## config.mk

```make
export PLATFORM = sky130hd
export DESIGN_NAME = pcr_top
export DESIGN_NICKNAME = d
export VERILOG_FILES = /design/src/rtl/pcr_pkg.sv /design/src/rtl/pcr_reg_if.sv /design/src/rtl/pcr_reg_bank.sv /design/src/rtl/pcr_top.sv
export VERILOG_INCLUDE_DIRS = /design/src /design/src/rtl
export SDC_FILE = /design/constraint.sdc
export NUM_CORES = 1
export LEC_CHECK = 0
export CAP_MARGIN = 10
export CORE_MARGIN = 5
export CORE_UTILIZATION = 40
export CTS_BUF_LIST = sky130_fd_sc_hd__clkbuf_16
export DETAILED_ROUTE_END_ITERATION = 8
export DONT_BUFFER_PORTS = 1
export GPL_ROUTABILITY_DRIVEN = 1
export PLACE_DENSITY = 0.63
export SLEW_MARGIN = 25
export SYNTH_ARGS = -nofsm -noshare
export SYNTH_HDL_FRONTEND = slang
export SYNTH_HIERARCHICAL = 1
export SYNTH_SLANG_ARGS = --single-unit
export TNS_END_PERCENT = 30
```

## constraint.sdc

```tcl
create_clock -name clk -period 2.7 [get_ports clk]
set_input_delay 0.81 -clock clk [delete_from_list [all_inputs] [get_ports clk]]
set_output_delay 0.81 -clock clk [all_outputs]
set_load 0.005 [all_outputs]
```

## src/rtl/pcr_consts.svh

```systemverilog
`ifndef PCR_CONSTS_SVH
`define PCR_CONSTS_SVH

// Register byte addresses
`define PCR_ADDR_DAC4 16'h8437
`define PCR_ADDR_CFG 16'h8438
`define PCR_ADDR_GLOB 16'h8439
`define PCR_ADDR_PLL 16'h843E
`define PCR_ADDR_SRT 16'h843F

// Field positions
`define PCR_CFG_OFF_LSB 0
`define PCR_CFG_OFF_MSB 2
`define PCR_CFG_CON_LSB 3
`define PCR_CFG_CON_MSB 4
`define PCR_CFG_FS 5
`define PCR_CFG_MIX 6
`define PCR_GLOB_BLANK 0
`define PCR_GLOB_PD 1
`define PCR_PLL_RNG_LSB 0
`define PCR_PLL_RNG_MSB 1
`define PCR_PLL_VBLANK 2
`define PCR_PLL_OVR 3
`define PCR_PLL_CLAMP 5
`define PCR_SRT_RESET 0
`define PCR_SRT_AID 6

// Writable bit masks; reserved bits store nothing and read zero
`define PCR_MASK_CFG 8'h7F
`define PCR_MASK_GLOB 8'h03
`define PCR_MASK_PLL 8'h2F

// Default values
`define PCR_DEF_DAC4 8'h00
`define PCR_DEF_CFG 8'h00
`define PCR_DEF_GLOB 8'h00
`define PCR_DEF_PLL 8'h00
`define PCR_DEF_AID 1'h0

// Serial bus slave address, value arbitrary
`define PCR_DEF_DEV_ADDR 7'h2E

`endif

```

## src/rtl/pcr_pkg.sv

```systemverilog
package pcr_pkg;
  typedef logic [7:0] pcr_byte_t;
  typedef logic [15:0] pcr_addr_t;
  typedef enum {ST_IDLE, ST_RECV, ST_ACK, ST_SEND, ST_RACK} pcr_state_t;
  typedef enum {PH_DEV, PH_AHI, PH_ALO, PH_DATA} pcr_phase_t;
endpackage

```

## src/rtl/pcr_reg_if.sv

```systemverilog
`timescale 1ns/1ps
interface pcr_reg_if;
  logic wr;
  pcr_pkg::pcr_addr_t addr;
  pcr_pkg::pcr_byte_t wdata;
  pcr_pkg::pcr_byte_t rdata;
  logic auto_increment_disable;
  modport bank (input wr, input addr, input wdata, output rdata, output auto_increment_disable);
  modport master (output wr, output addr, output wdata, input rdata, input auto_increment_disable);
endinterface

```

## src/rtl/pcr_reg_bank.sv

```systemverilog
`timescale 1ns/1ps
`include "pcr_consts.svh"
module pcr_reg_bank (
  // Clock and reset
  input wire logic clk,
  input wire logic rstn,
  // Register access
  pcr_reg_if.bank rif,
  // Clamp pulse in and normalised out
  input wire logic clamp_in,
  output logic clamp_active,
  // Control fields
  output pcr_pkg::pcr_byte_t dac_four_code,
  output pcr_pkg::pcr_byte_t dac_four_half_add,
  output logic dac_four_mix_enable,
  output logic dac_fullscale_select,
  output logic [2:0] video_offset,
  output logic [1:0] overlay_contrast,
  output logic video_blank_force,
  output logic analog_power_down,
  output logic [1:0] pll_range,
  output logic vertical_blank_gate,
  output logic overlay_only_override,
  output logic soft_reset_busy
);
  import pcr_pkg::*;

  pcr_byte_t reg_dac4, reg_cfg, reg_glob, reg_pll, rdata, mix_half;
  pcr_byte_t next_dac4, next_cfg, next_glob, next_pll, next_rdata, next_mix_half;
  logic soft_rst, auto_increment_disable, clamp_q;
  logic next_soft_rst, next_aid, next_clamp_q;

  ////////////////////////////////////////////////////////////////////////////
  always_comb begin
    next_dac4 = reg_dac4;
    next_cfg = reg_cfg;
    next_glob = reg_glob;
    next_pll = reg_pll;
    next_aid = auto_increment_disable;
    next_soft_rst = 1'b0;
    if (soft_rst) begin
      // Only registers; the bus slave keeps its transfer
      next_dac4 = `PCR_DEF_DAC4;
      next_cfg = `PCR_DEF_CFG;
      next_glob = `PCR_DEF_GLOB;
      next_pll = `PCR_DEF_PLL;
    end else if (rif.wr) begin
      case (rif.addr)
        `PCR_ADDR_DAC4: next_dac4 = rif.wdata;
        `PCR_ADDR_CFG: next_cfg = rif.wdata & `PCR_MASK_CFG;
        `PCR_ADDR_GLOB: next_glob = rif.wdata & `PCR_MASK_GLOB;
        `PCR_ADDR_PLL: next_pll = rif.wdata & `PCR_MASK_PLL;
        `PCR_ADDR_SRT: begin
          next_aid = rif.wdata[`PCR_SRT_AID];
          next_soft_rst = rif.wdata[`PCR_SRT_RESET];
        end
        default: ;
      endcase
    end
    case (rif.addr)
      `PCR_ADDR_DAC4: next_rdata = reg_dac4;
      `PCR_ADDR_CFG: next_rdata = reg_cfg;
      `PCR_ADDR_GLOB: next_rdata = reg_glob;
      `PCR_ADDR_PLL: next_rdata = reg_pll;
      `PCR_ADDR_SRT: next_rdata = {1'b0, auto_increment_disable, 5'h00, soft_rst};
      default: next_rdata = 8'h00;
    endcase
    next_mix_half = reg_cfg[`PCR_CFG_MIX] ? {1'b0, reg_dac4[7:1]} : 8'h00;
    next_clamp_q = clamp_in ^ reg_pll[`PCR_PLL_CLAMP];
  end

  always_ff @(posedge clk) begin
    if (!rstn) begin
      reg_dac4 <= `PCR_DEF_DAC4;
      reg_cfg <= `PCR_DEF_CFG;
      reg_glob <= `PCR_DEF_GLOB;
      reg_pll <= `PCR_DEF_PLL;
      auto_increment_disable <= `PCR_DEF_AID;
      soft_rst <= 1'b0;
      rdata <= 8'h00;
      mix_half <= 8'h00;
      clamp_q <= 1'b0;
    end else begin
      reg_dac4 <= next_dac4;
      reg_cfg <= next_cfg;
      reg_glob <= next_glob;
      reg_pll <= next_pll;
      auto_increment_disable <= next_aid;
      soft_rst <= next_soft_rst;
      rdata <= next_rdata;
      mix_half <= next_mix_half;
      clamp_q <= next_clamp_q;
    end
  end

  ////////////////////////////////////////////////////////////////////////////
  assign rif.rdata = rdata;
  assign rif.auto_increment_disable = auto_increment_disable;
  assign clamp_active = clamp_q;
  assign dac_four_code = reg_dac4;
  assign dac_four_half_add = mix_half;
  assign dac_four_mix_enable = reg_cfg[`PCR_CFG_MIX];
  assign dac_fullscale_select = reg_cfg[`PCR_CFG_FS];
  assign video_offset = reg_cfg[`PCR_CFG_OFF_MSB:`PCR_CFG_OFF_LSB];
  assign overlay_contrast = reg_cfg[`PCR_CFG_CON_MSB:`PCR_CFG_CON_LSB];
  assign video_blank_force = reg_glob[`PCR_GLOB_BLANK];
  assign analog_power_down = reg_glob[`PCR_GLOB_PD];
  assign pll_range = reg_pll[`PCR_PLL_RNG_MSB:`PCR_PLL_RNG_LSB];
  assign vertical_blank_gate = reg_pll[`PCR_PLL_VBLANK];
  assign overlay_only_override = reg_pll[`PCR_PLL_OVR];
  assign soft_reset_busy = soft_rst;
endmodule // pcr_reg_bank

```

## src/rtl/pcr_top.sv

```systemverilog
`timescale 1ns/1ps
`include "pcr_consts.svh"
module pcr_top #(
  parameter logic [6:0] DEV_ADDR = `PCR_DEF_DEV_ADDR,
  parameter int ADDR_W = 16
) (
  // Clock and reset
  input wire logic clk,
  input wire logic rstn,
  // Serial bus, open drain data
  input wire logic scl,
  input wire logic sda_i,
  output logic sda_o,
  output logic sda_oe,
  // Clamp pulse
  input wire logic clamp_in,
  output logic clamp_active,
  // Controlled functions
  output pcr_pkg::pcr_byte_t dac_four_code,
  output pcr_pkg::pcr_byte_t dac_four_half_add,
  output logic dac_four_mix_enable,
  output logic dac_fullscale_select,
  output logic [2:0] video_offset,
  output logic [1:0] overlay_contrast,
  output logic video_blank_force,
  output logic analog_power_down,
  output logic [1:0] pll_range,
  output logic vertical_blank_gate,
  output logic overlay_only_override,
  output logic soft_reset_busy
);
  import pcr_pkg::*;

  if (ADDR_W != 16) begin : g_chk
    $error("pcr_top serves only 16-bit register addresses");
  end

  pcr_reg_if rif ();

  ////////////////////////////////////////////////////////////////////////////
  // Bus line edges
  logic scl_q, sda_q;
  logic scl_rise, scl_fall, bus_start, bus_stop;

  assign scl_rise = scl & ~scl_q;
  assign scl_fall = ~scl & scl_q;
  assign bus_start = scl & scl_q & sda_q & ~sda_i;
  assign bus_stop = scl & scl_q & ~sda_q & sda_i;

  ////////////////////////////////////////////////////////////////////////////
  // Slave state
  pcr_state_t state, next_state;
  pcr_phase_t phase, next_phase;
  logic [3:0] cnt, next_cnt;
  pcr_byte_t shreg, next_shreg;
  pcr_addr_t reg_addr, next_reg_addr;
  logic is_read, next_is_read;
  logic oe, next_oe;
  logic wr;

  always_comb begin
    next_state = state;
    next_phase = phase;
    next_cnt = cnt;
    next_shreg = shreg;
    next_reg_addr = reg_addr;
    next_is_read = is_read;
    next_oe = oe;
    wr = 1'b0;
    if (bus_start) begin
      next_state = ST_RECV;
      next_phase = PH_DEV;
      next_cnt = 4'h0;
      next_oe = 1'b0;
    end else if (bus_stop) begin
      next_state = ST_IDLE;
      next_oe = 1'b0;
    end else begin
      case (state)
        ST_IDLE: ;
        ST_RECV: begin
          if (scl_rise) begin
            next_shreg = {shreg[6:0], sda_i};
            next_cnt = cnt + 4'h1;
          end else if (scl_fall && cnt == 4'h8) begin
            next_cnt = 4'h0;
            next_state = ST_ACK;
            next_oe = 1'b1;
            case (phase)
              PH_DEV: begin
                next_is_read = shreg[0];
                if (shreg[7:1] != DEV_ADDR) begin
                  next_state = ST_IDLE;
                  next_oe = 1'b0;
                end
              end
              PH_AHI: next_reg_addr[15:8] = shreg;
              PH_ALO: next_reg_addr[7:0] = shreg;
              PH_DATA: wr = 1'b1;
              default: ;
            endcase
          end
        end
        ST_ACK: begin
          if (scl_fall) begin
            next_oe = 1'b0;
            next_state = ST_RECV;
            case (phase)
              PH_DEV: begin
                if (is_read) begin
                  next_state = ST_SEND;
                  next_shreg = rif.rdata;
                  next_oe = ~rif.rdata[7];
                end else begin
                  next_phase = PH_AHI;
                end
              end
              PH_AHI: next_phase = PH_ALO;
              PH_ALO: next_phase = PH_DATA;
              PH_DATA: begin
                if (!rif.auto_increment_disable) begin
                  next_reg_addr = reg_addr + 16'h0001;
                end
              end
              default: ;
            endcase
          end
        end
        ST_SEND: begin
          if (scl_fall) begin
            if (cnt == 4'h7) begin
              next_state = ST_RACK;
              next_oe = 1'b0;
              next_cnt = 4'h0;
            end else begin
              next_shreg = {shreg[6:0], 1'b0};
              next_oe = ~shreg[6];
              next_cnt = cnt + 4'h1;
            end
          end
        end
        ST_RACK: begin
          if (scl_rise) begin
            if (sda_i) begin
              next_state = ST_IDLE;
            end else if (!rif.auto_increment_disable) begin
              next_reg_addr = reg_addr + 16'h0001;
            end
          end else if (scl_fall) begin
            next_state = ST_SEND;
            next_shreg = rif.rdata;
            next_oe = ~rif.rdata[7];
          end
        end
        default: next_state = ST_IDLE;
      endcase
    end
  end

  // Soft reset never reaches this process, so a transfer finishes
  always_ff @(posedge clk) begin
    if (!rstn) begin
      scl_q <= 1'b1;
      sda_q <= 1'b1;
      state <= ST_IDLE;
      phase <= PH_DEV;
      cnt <= 4'h0;
      shreg <= 8'h00;
      reg_addr <= 16'h0000;
      is_read <= 1'b0;
      oe <= 1'b0;
    end else begin
      scl_q <= scl;
      sda_q <= sda_i;
      state <= next_state;
      phase <= next_phase;
      cnt <= next_cnt;
      shreg <= next_shreg;
      reg_addr <= next_reg_addr;
      is_read <= next_is_read;
      oe <= next_oe;
    end
  end

  assign rif.wr = wr;
  assign rif.addr = reg_addr;
  assign rif.wdata = shreg;
  assign sda_o = 1'b0;
  assign sda_oe = oe;

  ////////////////////////////////////////////////////////////////////////////
  pcr_reg_bank u_bank (
    .clk(clk),
    .rstn(rstn),
    .rif(rif.bank),
    .clamp_in(clamp_in),
    .clamp_active(clamp_active),
    .dac_four_code(dac_four_code),
    .dac_four_half_add(dac_four_half_add),
    .dac_four_mix_enable(dac_four_mix_enable),
    .dac_fullscale_select(dac_fullscale_select),
    .video_offset(video_offset),
    .overlay_contrast(overlay_contrast),
    .video_blank_force(video_blank_force),
    .analog_power_down(analog_power_down),
    .pll_range(pll_range),
    .vertical_blank_gate(vertical_blank_gate),
    .overlay_only_override(overlay_only_override),
    .soft_reset_busy(soft_reset_busy)
  );
endmodule // pcr_top

```

Word-level counts from Yosys, hierarchy flattened:

Cells that the tools add are included.

* add/sub/neg operators: 2
* equality and inequality tests: 43
* multiplexer cells: 60
* bitwise operators: 22
* reductions and logical operators: 26

Operator list (number)
* $mux W32: 9
* $pmux W32 S5: 1
* $eq A32 B2 Y1 const B: 4
* $mux W16: 7
* $pmux W32 S3: 1
* $eq A16 B16 Y1 const B: 5
* $mux W8: 10
* $eq A32 B1 Y1 const B: 2
* $logic_not A32 Y1: 2
* $pmux W16 S3: 1
* $pmux W8 S5: 1
* $eq A32 B3 Y1 const B: 1
* $ne A2 B2 Y1 const B: 16
* $pmux W8 S4: 1
* $ne A4 B4 Y1 const B: 5
* $reduce_and A10 Y1: 2
* $mux W1: 19
* $add A16 B1 Y16 const B: 1
* $mux W4: 4
* $reduce_and A8 Y1: 2
* $not A1 Y1: 14
* $ne A3 B3 Y1 const B: 4
* $reduce_and A11 Y1: 1
* $ne A5 B5 Y1 const B: 2
* other kinds (23): 38

* flip-flop bits (word level): 137
* input bits: 5
* word-level logic and storage cells: 174

Longest topological paths before layout:

Gate-level depths: netlist of run 1.

* depth in word-level cells: 10
* depth in mapped cells: 10
* depth with buffers taken out: 9

By module:

The synthesis of run 1 kept the hierarchy.

By module, submodules not included
* pcr_top: instances 1, cells an instance 314, area each 2544.9 um^2, seq. area each 740.7 um^2
* pcr_reg_bank: instances 1, cells an instance 192, area each 1702.9 um^2, seq. area each 800.8 um^2

Least setup slack after synthesis of run 1:

No wires, ideal clock.

* path type: input port to flip-flop
* start: input scl
* end: register u_bank.reg_cfg[0]
* library setup time: 0.132 ns
* arrival: 2.521 ns
* data required time: 2.568 ns
* slack: 0.046 ns
* stages on the path: 9
* buffers on the path: 1
* cell sequence: ha_1 > and2b_1 > and2_1 > and4_1 > inv_1 > or3_1 > clkbuf_1 > o21ai_0 > a21oi_1

* longest elaborated chain between the ends: 9
* elaborated cells between the ends (all ways): 15
* those cells by class: 5 x mux; 8 x bitwise; 2 x reduce/logical

Ends and longest elaborated chain
* from (decl): line pcr_top.sv:11 `input wire logic scl,`
* $not A1 Y1: line pcr_top.sv:46 `assign scl_fall = ~scl & scl_q;`
* $and A1 B1 Y1: line pcr_top.sv:46
* $logic_and A1 B1 Y1: line pcr_top.sv:85 `end else if (scl_fall && cnt == 4'h8) begin`
* $mux W1: line pcr_top.sv:85
* $mux W1: line pcr_top.sv:82 `if (scl_rise) begin`
* $mux W1: line pcr_top.sv:79 `case (state)`
* $mux W1: line pcr_top.sv:75 `end else if (bus_stop) begin`
* $mux W1 *: line pcr_top.sv:70 `if (bus_start) begin`
* net rif.wr: line pcr_reg_if.sv:3 `logic wr;`
* $reduce_and A2 Y1 (no line) *
* to (signal assigned): line pcr_reg_bank.sv:75 `` reg_cfg <= `PCR_DEF_CFG; ``
* to (signal assigned): line pcr_reg_bank.sv:85 `reg_cfg <= next_cfg;`
* to (decl): line pcr_reg_bank.sv:28 `pcr_byte_t reg_dac4, reg_cfg, reg_glob, reg_pll, rdata, mix_half;`

Mark *: on every way through the listed nets, which the timed path passes. The rest lies on a longest branch.
A chain may end at the register's enable or synchronous reset.

Worst setup path after layout of run 1:

* start: input scl
* end: register reg_addr[0]

* longest elaborated chain between the ends: 5
* elaborated cells between the ends (all ways): 16
* those cells by class: 4 x eq/ne; 10 x bitwise; 2 x reduce/logical

Ends and longest elaborated chain
* $and A1 B1 Y1 / $not A1 Y1 (equally long branches): line pcr_top.sv:47, pcr_top.sv:48, pcr_top.sv:46
* $and A1 B1 Y1, on equally long branches: line pcr_top.sv:47, pcr_top.sv:46, pcr_top.sv:48
* $and A1 B1 Y1, or another cell as far along: line pcr_top.sv:47 `assign bus_start = scl & scl_q & sda_q & ~sda_i;`
* $not A1 Y1 (no line) / $ne A2 B2 Y1 (equally long branches)
* $reduce_and A10 Y1 (no line) *
* to (signal assigned): line pcr_top.sv:179 `reg_addr <= next_reg_addr;`
* to (decl): line pcr_top.sv:56 `pcr_addr_t reg_addr, next_reg_addr;`

Every way passes the cells marked *; elsewhere a longest branch is shown, timed or not.

==> flow_metrics.py, run 1 <==
metrics = {
    "logic_synthesis": {
        "synthXorXnorAreaFrac_pct": 0.619,
        "ys_seq_elements": 77,
        "synthSimpleGateAreaFrac_pct": 27.1,
        "synth-edff-count": 0,
        "syn_avg_cell_area_um2": 8.39,
        "async_flop_share_pct": 0,
        "syn_area_mm2": 0.00425,
        "syn_nets": 523,
        "synth_top_family_by_area": "simple AND/OR/NAND/NOR gates",
        "synth-compound-area-share_pct": 25.0,
        "synthAdderAreaFrac_pct": 3.53,
        "syn-instance-count": 506,
        "synth.area.mux_share_pct": 1.71,
        "ys.flop_type": "dfxtp_1",
        "ys.warnings.count": 6,
        "synth.distinct_cells": 71,
        "seq_area_frac_synth_pct": 36.3,
    },
    "grt": {
        "overflow": 0,
        "track_usage_pct": 19.0,
        "grt_max_degree": 39,
        "grt_pass1_wl_um": 19800,
        "grt_pass1_vias": 3817,
        "antenna_found_initial": 0,
    },
    "place": {
        "port_buffers": 0,
        "dp_slack_ns": -0.0608,
        "hpwl_um": 8440,
        "place_area_mm2": 0.00446,
        "place.gp.congestion": 0.899,
    },
    "floorplanning": {
        "coreArea_mm2": 0.0103,
        "dieArea_mm2": 0.0128,
        "io_pins": 38,
        "rows": 37,
        "fp.dieW_um": 113,
        "die-height_um": 113,
        "initial_core_util_pct": 41.1,
    },
    "sta": {
        "hold_viol": 0,
        "worst_pin_slew_ns": 0.896,
        "finalCritPeriodShare_pct": 90.8,
        "rsz0062_at_grt": "false",
        "setup_ws_ns": 0.248,
        "drv_slew": 0,
        "fmax_mhz": 408,
        "finalSetupViolCount": 0,
        "finClkSkew_ns": 0.00920,
        "fin_tns_setup_ns": 0,
        "min_period_ns": 2.45,
        "max_slew_margin_pct": 40.2,
    },
    "route": {
        "drtPass1Iterations": 5,
        "wl_per_cell_um": 18.5,
        "wl_um": 12100,
        "vias_per_cell": 6.19,
        "drt-initial-drc-count": 509,
        "drc": 0,
        "drtAntennaViolNets": 0,
        "num_vias": 4026,
    },
    "clocking": {
        "clock_latency_ns": 0.34,
        "cts_tree": "done",
        "cts.sinks": 77,
        "hold_buffers": 0,
        "root_buffer": "clkbuf_16",
        "post_cts_buffers": 0,
        "cts_made_buffers": 9,
        "htree_levels": 3,
        "clkTransAtPathRegs_ns": 0.06,
        "clk_path_buf_depth": 2,
        "ctsResizeCount": 0,
    },
    "critical_path": {
        "setup.worst_path.end_class": "register",
        "crit_fanout": 17,
        "critical_path.cell_chain": "ha_1, and2b_1, nand4b_1, a221o_1, or2_1, o221a_2",
        "crit_arrival_ns": 2.67,
        "worstReg2RegEnd": "reg_addr[0]$_SDFFE_PN0P_",
        "startpoint": "scl",
        "r2r_slack_ns": 0.30,
        "slowest_delay_ns": 0.63,
        "crit_required_ns": 2.92,
        "worstSetupStartpointType": "primary input",
        "r2r_start": "scl_q$_SDFF_PN1_",
        "endpoint": "reg_addr[0]$_SDFFE_PN0P_",
        "worst_path_max_delay_cell": "a221o_1",
        "reg2reg_depth": 7,
        "worstSetupPathType": "in -> reg",
    },
    "finish": {
        "final_common_cell": "dfxtp_1",
        "areaGrowthSynthToFinish_pct": 12.1,
        "drive_gt1_share_pct": 11.9,
        "design_area_mm2": 0.00476,
        "final_cell_mix": "77 x dfxtp_1, 42 x nor2_1, 38 x a21oi_1",
        "diodes": 0,
        "fin_nets": 526,
    },
    "job": {
        "drv_cap": 0,
    },
    "power": {
        "power.density_mw_per_mm2": 715,
        "vdd_drop_max_mv": 0.349,
        "p_leak_uw": 0.00161,
    },
    "min_path": {
        "hold_path.class": "reg -> reg",
    },
    "outcome": {
        "status": "complete, no violations",
    },
}
[cell type report]
| cell class | count | area (µm²) |
|---|---|---|
| multi-input combinational | 382 | 2470 |
| sequential | 77 | 1540 |
| fill | 995 | 5560 |
| tap | 136 | 170 |
| timing repair buffer | 27 | 228 |
| clock buffer | 9 | 225 |
| inverter | 12 | 45.0 |
| clock inverter | 7 | 81.3 |
[where the power goes]
group,internal [µW],switching (µW)
Combinational,321,495
Clock,733,530
Sequential,1190,141
[how the worst min path moves through the flow]
stage / from / to / slack, ns / depth (start not counted)
after floorplan: u_bank/rif.rdata[1]$_SDFF_PN0_ / rif.wdata[1]$_SDFFE_PN0P_ / 0.44 / 2
after global placement: u_bank/rif.rdata[1]$_SDFF_PN0_ / rif.wdata[1]$_SDFFE_PN0P_ / 0.46 / 2
after detailed placement: u_bank/rif.rdata[3]$_SDFF_PN0_ / rif.wdata[3]$_SDFFE_PN0P_ / 0.46 / 2
after CTS: u_bank/rif.rdata[3]$_SDFF_PN0_ / rif.wdata[3]$_SDFFE_PN0P_ / 0.47 / 2
after global routing: u_bank/rif.rdata[5]$_SDFF_PN0_ / rif.wdata[5]$_SDFFE_PN0P_ / 0.50 / 2
final: u_bank/rif.rdata[1]$_SDFF_PN0_ / rif.wdata[1]$_SDFFE_PN0P_ / 0.47 / 2
[per-layer routing]
layer	global-route usage [%]	part of all wire (%)	vias to the layer above
met5	0	0	-
met4	6.33	1.1	0
met3	3.74	7.1	12
met2	29.6	47	151
met1	26.4	45	1948
li1	-	-	1915
[state kept, by name (all words and copies together), names as in the netlist]
register                           cells
cnt                                    4
is_read                                1
phase                                  2
reg_addr                              16
rif.wdata                              8
scl_q                                  1
sda_oe                                 1
sda_q                                  1
state                                  3
u_bank/clamp_active                    1
u_bank/dac_four_code                   8
u_bank/dac_four_half_add               7
u_bank/reg_cfg                         7
u_bank/reg_glob                        2
u_bank/reg_pll                         5
u_bank/rif.auto_increment_disable      1
u_bank/rif.rdata                       8
u_bank/soft_reset_busy                 1
[through the flow]
| stage | instances | hold slack (ns) | util, % | total power, µW |
|---|---|---|---|---|
| finish | 650 | 0.471 | 46.1 | 3410 |
| global route | 650 | 0.500 | 46.1 | 3560 |
| CTS | 650 | 0.474 | 46.1 | 3400 |
| detailed placement | 634 | 0.464 | 43.2 | 2140 |
| global placement | 634 | 0.458 | 43.2 | 2130 |
| floorplan | 506 | 0.444 | - | 1920 |
[synth_stat cells, types with 3 or more instances]
| library cell | count | area, µm² |
|---|---|---|
| dfxtp_1 | 77 | 1540 |
| nor2_1 | 42 | 158 |
| a21oi_1 | 38 | 190 |
| nand2_1 | 37 | 139 |
| nand3_1 | 36 | 180 |
| o21ai_0 | 33 | 165 |
| clkbuf_1 | 16 | 60.1 |
| and3_1 | 13 | 81.3 |
| ha_1 | 12 | 150 |
| inv_1 | 12 | 45.0 |
| buf_2 | 10 | 50.1 |
| nand2b_1 | 10 | 62.6 |
| nor3_1 | 9 | 45.0 |
| o31ai_1 | 8 | 60.1 |
| a211oi_1 | 6 | 45.0 |
| a311oi_1 | 6 | 52.6 |
| a31oi_1 | 6 | 37.5 |
| nor2b_1 | 6 | 37.5 |
| mux2i_1 | 5 | 50.1 |
| nand3b_1 | 5 | 37.5 |
| nand4b_1 | 5 | 43.8 |
| o311a_1 | 5 | 50.1 |
| o31a_1 | 5 | 43.8 |
| a211o_1 | 4 | 35.0 |
| a222oi_1 | 4 | 40.0 |
| buf_4 | 4 | 30.0 |
| buf_6 | 4 | 45.0 |
| nand4_1 | 4 | 25.0 |
| nor4_2 | 4 | 50.1 |
| o21a_1 | 4 | 30.0 |
| o311ai_0 | 4 | 35.0 |
| or4b_1 | 4 | 40.0 |
| a31o_1 | 3 | 26.3 |
| a31o_2 | 3 | 26.3 |
| a32oi_1 | 3 | 26.3 |
| nand4bb_1 | 3 | 33.8 |
| nor3b_1 | 3 | 22.5 |
| nor4_1 | 3 | 18.8 |
| or3_1 | 3 | 18.8 |
[logic make-up (layout without fill, tap and decap cells)]
| kind of cell | Yosys count | count (layout) |
|---|---|---|
| other | 2 | 2 |
| DFF | 77 | 77 |
| adders and majority gates | 12 | 12 |
| xor gates and xnor gates | 3 | 3 |
| buffers and inverters | 47 | 55 |
| AOI/OAI and AO/OA | 153 | 153 |
| and+or+nand+nor | 205 | 205 |
| muxes | 7 | 7 |
[critical path, delay by kind of cell]
kind | cells | cell delay, ns
and+or+nand+nor | 3 | 0.78
adders and majority gates | 1 | 0.18
AOI/OAI and AO/OA | 2 | 0.89
No activity file was read; power rests on OpenSTA's default activity.
==> inputs of run 2 (changes only) <==
Settings changed: PLACE_DENSITY 0.63 to 0.61.
Clock period 2.7 ns to 3.1 ns, I/O delays scaled along.
==> run 2 against run 1 <==
Combinational power decreased by 14%. Clock skew grew 0.0013 ns. Non-clock buffer count fell by 12. Sequential share of layout area grew 0.86 points. Sequential power shrank 15%. Clock power down 17%. Worst setup slack improved by 0.22 ns. Total power decreased by 15%. Final cell count down 1.8%. Via count decreased by 2.8%. Register-to-register slack improved by 0.23 ns. Critical path type unchanged. Critical endpoint is now reg_addr[4]$_SDFFE_PN0P_. Largest cell class unchanged. Largest power group unchanged.
==> flow_metrics.py, run 2 (synthesis gave the netlist of run 1 again) <==
metrics = {
    "critical_path": {
        "worstSetupPathType": "in -> reg",
        "crit_arrival_ns": 2.87,
        "slowest_delay_ns": 0.66,
        "worstReg2RegEnd": "reg_addr[5]$_SDFFE_PN0P_",
        "worstSetupStartpointType": "primary input",
        "critical_path.cell_chain": "ha_1, and2b_1, nand4b_1, a221o_1, or2_1, o32ai_1",
        "crit_fanout": 19,
        "critPathBufInv": 0,
        "reg2reg_depth": 5,
        "worst_path_max_delay_cell": "a221o_1",
        "r2r_slack_ns": 0.53,
        "setup.worst_path.end_class": "register",
        "crit_required_ns": 3.34,
        "r2r_start": "state[2]$_SDFFE_PP0P_",
        "cp_top_family": "compound AO/OA/AOI/OAI gates",
    },
    "sta": {
        "fin_tns_setup_ns": 0,
        "drv_slew": 0,
        "rsz0062_at_grt": "false",
        "finalCritPeriodShare_pct": 85.0,
        "min_period_ns": 2.63,
        "hold_viol": 0,
        "worst_pin_slew_ns": 0.876,
        "finalSetupViolCount": 0,
        "fmax_mhz": 380,
        "max_slew_margin_pct": 41.6,
        "finClkSkew_ns": 0.0105,
    },
    "route": {
        "wl_per_cell_um": 18.5,
        "drc": 0,
        "drtPass1Iterations": 7,
        "drtAntennaViolNets": 0,
        "vias_per_cell": 6.13,
        "drt-initial-drc-count": 460,
        "num_vias": 3913,
        "wl_um": 11800,
    },
    "power": {
        "p_sw_share_pct": 33.6,
        "seq_power_share_pct": 39.3,
        "p_total_uw": 2890,
        "internal_power_uw": 1920,
        "p_leak_uw": 0.00153,
        "p_clk_share_pct": 36.4,
        "combPwrFrac_pct": 24.3,
        "vdd_drop_max_mv": 0.263,
        "power.density_mw_per_mm2": 622,
        "switchingPower_uw": 971,
    },
    "clocking": {
        "cts_made_buffers": 9,
        "post_cts_buffers": 0,
        "hold_buffers": 0,
        "clkTransAtPathRegs_ns": 0.06,
        "htree_levels": 3,
        "clock_latency_ns": 0.34,
        "cts.sinks": 77,
        "clk_path_buf_depth": 2,
        "cts_tree": "done",
        "root_buffer": "clkbuf_16",
        "ctsResizeCount": 0,
    },
    "finish": {
        "fin_nets": 514,
        "regMostFlops": "reg_addr",
        "final_cell_count_no_fill": 638,
        "final_common_cell": "dfxtp_1",
        "fill_cells": 1014,
        "largest_register_ff_count": 16,
        "seq_area_mm2": 0.00154,
        "final_cell_mix": "77 x dfxtp_1, 42 x nor2_1, 38 x a21oi_1",
        "multiInputGateArea_mm2": 0.00247,
        "diodes": 0,
        "drive_gt1_share_pct": 9.76,
        "areaGrowthSynthToFinish_pct": 9.22,
    },
    "min_path": {
        "hold_path.class": "reg -> reg",
        "min-delay-start": "u_bank/rif.rdata[4]$_SDFF_PN0_",
        "min_path_cells": 2,
        "worstHoldEndpoint": "rif.wdata[4]$_SDFFE_PN0P_",
    },
    "floorplanning": {
        "dieArea_mm2": 0.0128,
        "initial_core_util_pct": 41.1,
        "rows": 37,
        "io_pins": 38,
        "fp.dieW_um": 113,
        "coreArea_mm2": 0.0103,
        "die-height_um": 113,
    },
    "grt": {
        "grt_max_degree": 39,
        "grt_pass1_wl_um": 19100,
        "track_usage_pct": 18.4,
        "overflow": 0,
        "grt_pass1_vias": 3683,
        "antenna_found_initial": 0,
    },
    "place": {
        "place.gp.congestion": 0.904,
        "port_buffers": 0,
        "hpwl_um": 8330,
        "place_inst": 622,
    },
    "job": {
        "drv_cap": 0,
    },
    "outcome": {
        "status": "complete, no violations",
    },
}
-- run 2: changes by cell type in the layout (fill, tap and decap cells not counted) --
cell,previous run,this run
inv_8,1,0
clkinv_2,1,2
buf_12,2,0
clkinvlp_4,0,2
buf_4,25,15
clkinv_4,1,0
inv_6,3,2
-- run 2: worst max path at each step --
stage,startpoint,endpoint,slack [ns],cells past startpoint
2_1_floorplan,scl,u_bank/reg_cfg[0]$_SDFFE_PP0P_,0.33,9
3_3_place_gp,scl,reg_addr[0]$_SDFFE_PN0P_,0.24,6
3_5_place_dp,scl,reg_addr[4]$_SDFFE_PN0P_,0.16,6
4_1_cts,scl,reg_addr[4]$_SDFFE_PN0P_,0.51,6
5_1_grt,scl,reg_addr[4]$_SDFFE_PN0P_,0.33,7
6_report,scl,reg_addr[4]$_SDFFE_PN0P_,0.47,6
-- run 2: power by group through the flow --
| stage | clock network (µW) | logic, µW | registers [µW] |
|---|---|---|---|
| after floorplan | 0 | 579 | 1090 |
| after global placement | 0 | 676 | 1150 |
| final | 1050 | 701 | 1130 |
| after global routing | 1130 | 768 | 1140 |
| after CTS | 1080 | 689 | 1130 |
| after detailed placement | 0 | 685 | 1150 |
-- run 2: layout make-up --
type                       count  area share, %
timing repair buffer          15           2.43
clock buffer                   9           4.85
sequential                    77           33.2
inverter                      12          0.971
multi-input combinational    382           53.3
tap                          136           3.67
clock inverter                 7           1.56
-- run 2: through the flow --
step	setup slack [ns]	cell area, µm²	hold slack (ns)	utilization [%]
2_1_floorplan	0.326	4250	0.444	-
3_3_place_gp	0.239	4340	0.457	42.1
3_5_place_dp	0.161	4340	0.457	42.1
4_1_cts	0.507	4640	0.468	44.9
5_1_grt	0.328	4640	0.495	44.9
6_report	0.466	4640	0.465	44.9
-- run 2: layer usage --
layer | track usage [%] | vias up | share of wire [%]
met3 | 4.87 | 16 | 7.9
met2 | 28.7 | 159 | 46
met4 | 5.45 | 0 | 1.6
met5 | 0 | - | 0
li1 | - | 1885 | -
met1 | 25.0 | 1853 | 45
-- run 2: worst register-to-register path: cells and delay by family, from the launching register on --
kind | cells | cell delay [ns]
AND/OR/NAND/NOR | 2 | 1.09
AO/OA/AOI/OAI | 2 | 0.53
flip-flops | 1 | 0.64
XOR/XNOR | 1 | 0.27
==> inputs of run 3 (changes only) <==
Settings changed: PLACE_DENSITY 0.61 to 0.63.
Clock period 3.1 ns to 2.27 ns, I/O delays scaled along.
==> run 3 against run 2 <==
First-iteration DRC count up 29%. Worst setup slack worse by 0.38 ns. Sequential share of layout area down 2.5 points. Sequential power up 36%. Register-to-register slack worse by 0.44 ns. Final cell count up 6.4%. Clock-buffer cell count unchanged. Clock power up 30%. Wire length up 2.0%. Clock skew down 0.0014 ns. Die area unchanged. Sequential cell count unchanged. Largest cell class unchanged.
==> flow_metrics.py, run 3 (synthesis gave the netlist of run 1 again) <==
metrics = {
    "sta": {
        "fmax_mhz": 459,
        "worst_pin_slew_ns": 0.863,
        "rsz0062_at_grt": "false",
        "hold_viol": 0,
        "fin_tns_setup_ns": 0,
        "min_period_ns": 2.18,
        "finClkSkew_ns": 0.00908,
        "max_slew_margin_pct": 42.5,
        "setup_ws_ns": 0.0905,
        "finalSetupViolCount": 0,
        "hold_slack_ns": 0.424,
        "drv_slew": 0,
        "finalCritPeriodShare_pct": 96.0,
    },
    "floorplanning": {
        "die-height_um": 113,
        "initial_core_util_pct": 41.1,
        "fp.dieW_um": 113,
        "dieArea_mm2": 0.0128,
        "rows": 37,
        "coreArea_mm2": 0.0103,
        "io_pins": 38,
    },
    "power": {
        "power.density_mw_per_mm2": 804,
        "vdd_drop_max_mv": 0.438,
        "p_leak_uw": 0.00175,
    },
    "finish": {
        "diodes": 0,
        "multiInputGateArea_mm2": 0.00253,
        "final_cell_mix": "75 x dfxtp_1, 54 x buf_4, 42 x nor2_1",
        "final_cell_count_no_fill": 679,
        "areaGrowthSynthToFinish_pct": 18.2,
        "design_area_mm2": 0.00502,
        "seq_area_mm2": 0.00154,
        "regMostFlops": "reg_addr",
        "fill_cells": 971,
        "largest_register_ff_count": 16,
        "fin_nets": 555,
        "drive_gt1_share_pct": 19.2,
        "final_common_cell": "dfxtp_1",
    },
    "clocking": {
        "cts_made_buffers": 9,
        "htree_levels": 3,
        "clkTransAtPathRegs_ns": 0.06,
        "clk_path_buf_depth": 2,
        "cts.sinks": 77,
        "clock_latency_ns": 0.34,
        "cts_tree": "done",
        "root_buffer": "clkbuf_16",
    },
    "route": {
        "num_vias": 4101,
        "wl_per_cell_um": 17.8,
        "drt-initial-drc-count": 594,
        "wl_um": 12100,
        "vias_per_cell": 6.04,
        "drtPass1Iterations": 6,
        "drc": 0,
        "drtAntennaViolNets": 0,
    },
    "outcome": {
        "status": "complete, no violations",
    },
    "grt": {
        "grt_max_degree": 39,
        "antenna_found_initial": 0,
        "track_usage_pct": 18.9,
        "grt_pass1_wl_um": 19900,
        "grt_pass1_vias": 3866,
        "overflow": 0,
    },
    "critical_path": {
        "critical_path.cell_chain": "or4b_1, or4_1, o21ai_0, a21oi_1",
        "worstSetupStartpointType": "register",
        "slowest_delay_ns": 0.72,
        "worstSetupPathType": "reg -> reg",
        "worst_path_max_delay_cell": "or4_1",
        "crit_arrival_ns": 2.36,
        "setup.worst_path.end_class": "register",
        "crit_required_ns": 2.45,
        "crit_fanout": 8,
    },
    "place": {
        "port_buffers": 0,
        "place_inst": 663,
        "place_area_mm2": 0.00471,
        "place.gp.congestion": 0.881,
        "hpwl_um": 8780,
        "dp_slack_ns": -0.170,
    },
    "job": {
        "drv_cap": 0,
    },
    "min_path": {
        "hold_path.class": "in -> reg",
    },
}
[run 3: cell count changes in the layout (fill, tap and decap cells not counted), moves of 2 or more]
cell	change
clkinv_4	+3
ha_4	+2
nor3_2	+2
o21ai_1	+11
buf_4	+39
ha_1	-2
inv_1	-2
buf_12	+2
o21ai_0	-11
nor3_1	-2
dfxtp_1	-2
dfxtp_2	+2
[run 3: path summary, 6_finish.rpt]
kind / startpoint / end / slack, ns / cells after the start
min: rstn / scl_q$_SDFF_PN1_ / 0.42 / 1
max: reg_addr[10]$_SDFFE_PN0P_ / u_bank/dac_four_code[4]$_SDFFE_PP0P_ / 0.09 / 4
max reg2reg: reg_addr[10]$_SDFFE_PN0P_ / u_bank/dac_four_code[4]$_SDFFE_PP0P_ / 0.09 / 4
min reg2reg: u_bank/rif.rdata[4]$_SDFF_PN0_ / rif.wdata[4]$_SDFFE_PN0P_ / 0.47 / 2
[run 3: area by class of cell]
type,instances,area share [%]
clock inverter,7,1.17
inverter,12,0.947
sequential,77,30.8
multi-input combinational,382,50.4
timing repair buffer,56,8.87
clock buffer,9,4.49
tap,136,3.39
[run 3: per-stage QoR]
step / util, % / power (µW)
after CTS: 48.4 / 4030
after global placement: 45.6 / 2650
after floorplan: - / 2290
after global routing: 48.6 / 4240
final: 48.6 / 4040
after detailed placement: 45.6 / 2670
[run 3: worst max-delay path: cells and delay by family (launching register included)]
kind / cells / cell delay, ns
AO/OA/AOI/OAI: 2 / 0.37
flip-flops: 1 / 0.39
AND/OR/NAND/NOR: 2 / 1.27
[run 3: timing repair]
item,in CTS,in global routing
hold buffers,0,0
buffers inserted,0,0
endpoints found under the setup margin,1,16
resized for setup,1,8
[run 3: metal layers]
layer	GRT usage [%]	part of all wire [%]	vias up
li1	-	-	1972
met1	26.1	46	1976
met2	29.9	47	139
met3	3.85	6.2	14
met4	5.85	1.4	0
met5	0	0	-
[run 3: power breakdown]
| part | total, µW | internal [µW] | switching [µW] |
|---|---|---|---|
| clock network | 1360 | 755 | 603 |
| registers | 1540 | 1410 | 124 |
| logic | 1140 | 480 | 664 |
| total | 4040 | 2650 | 1390 |
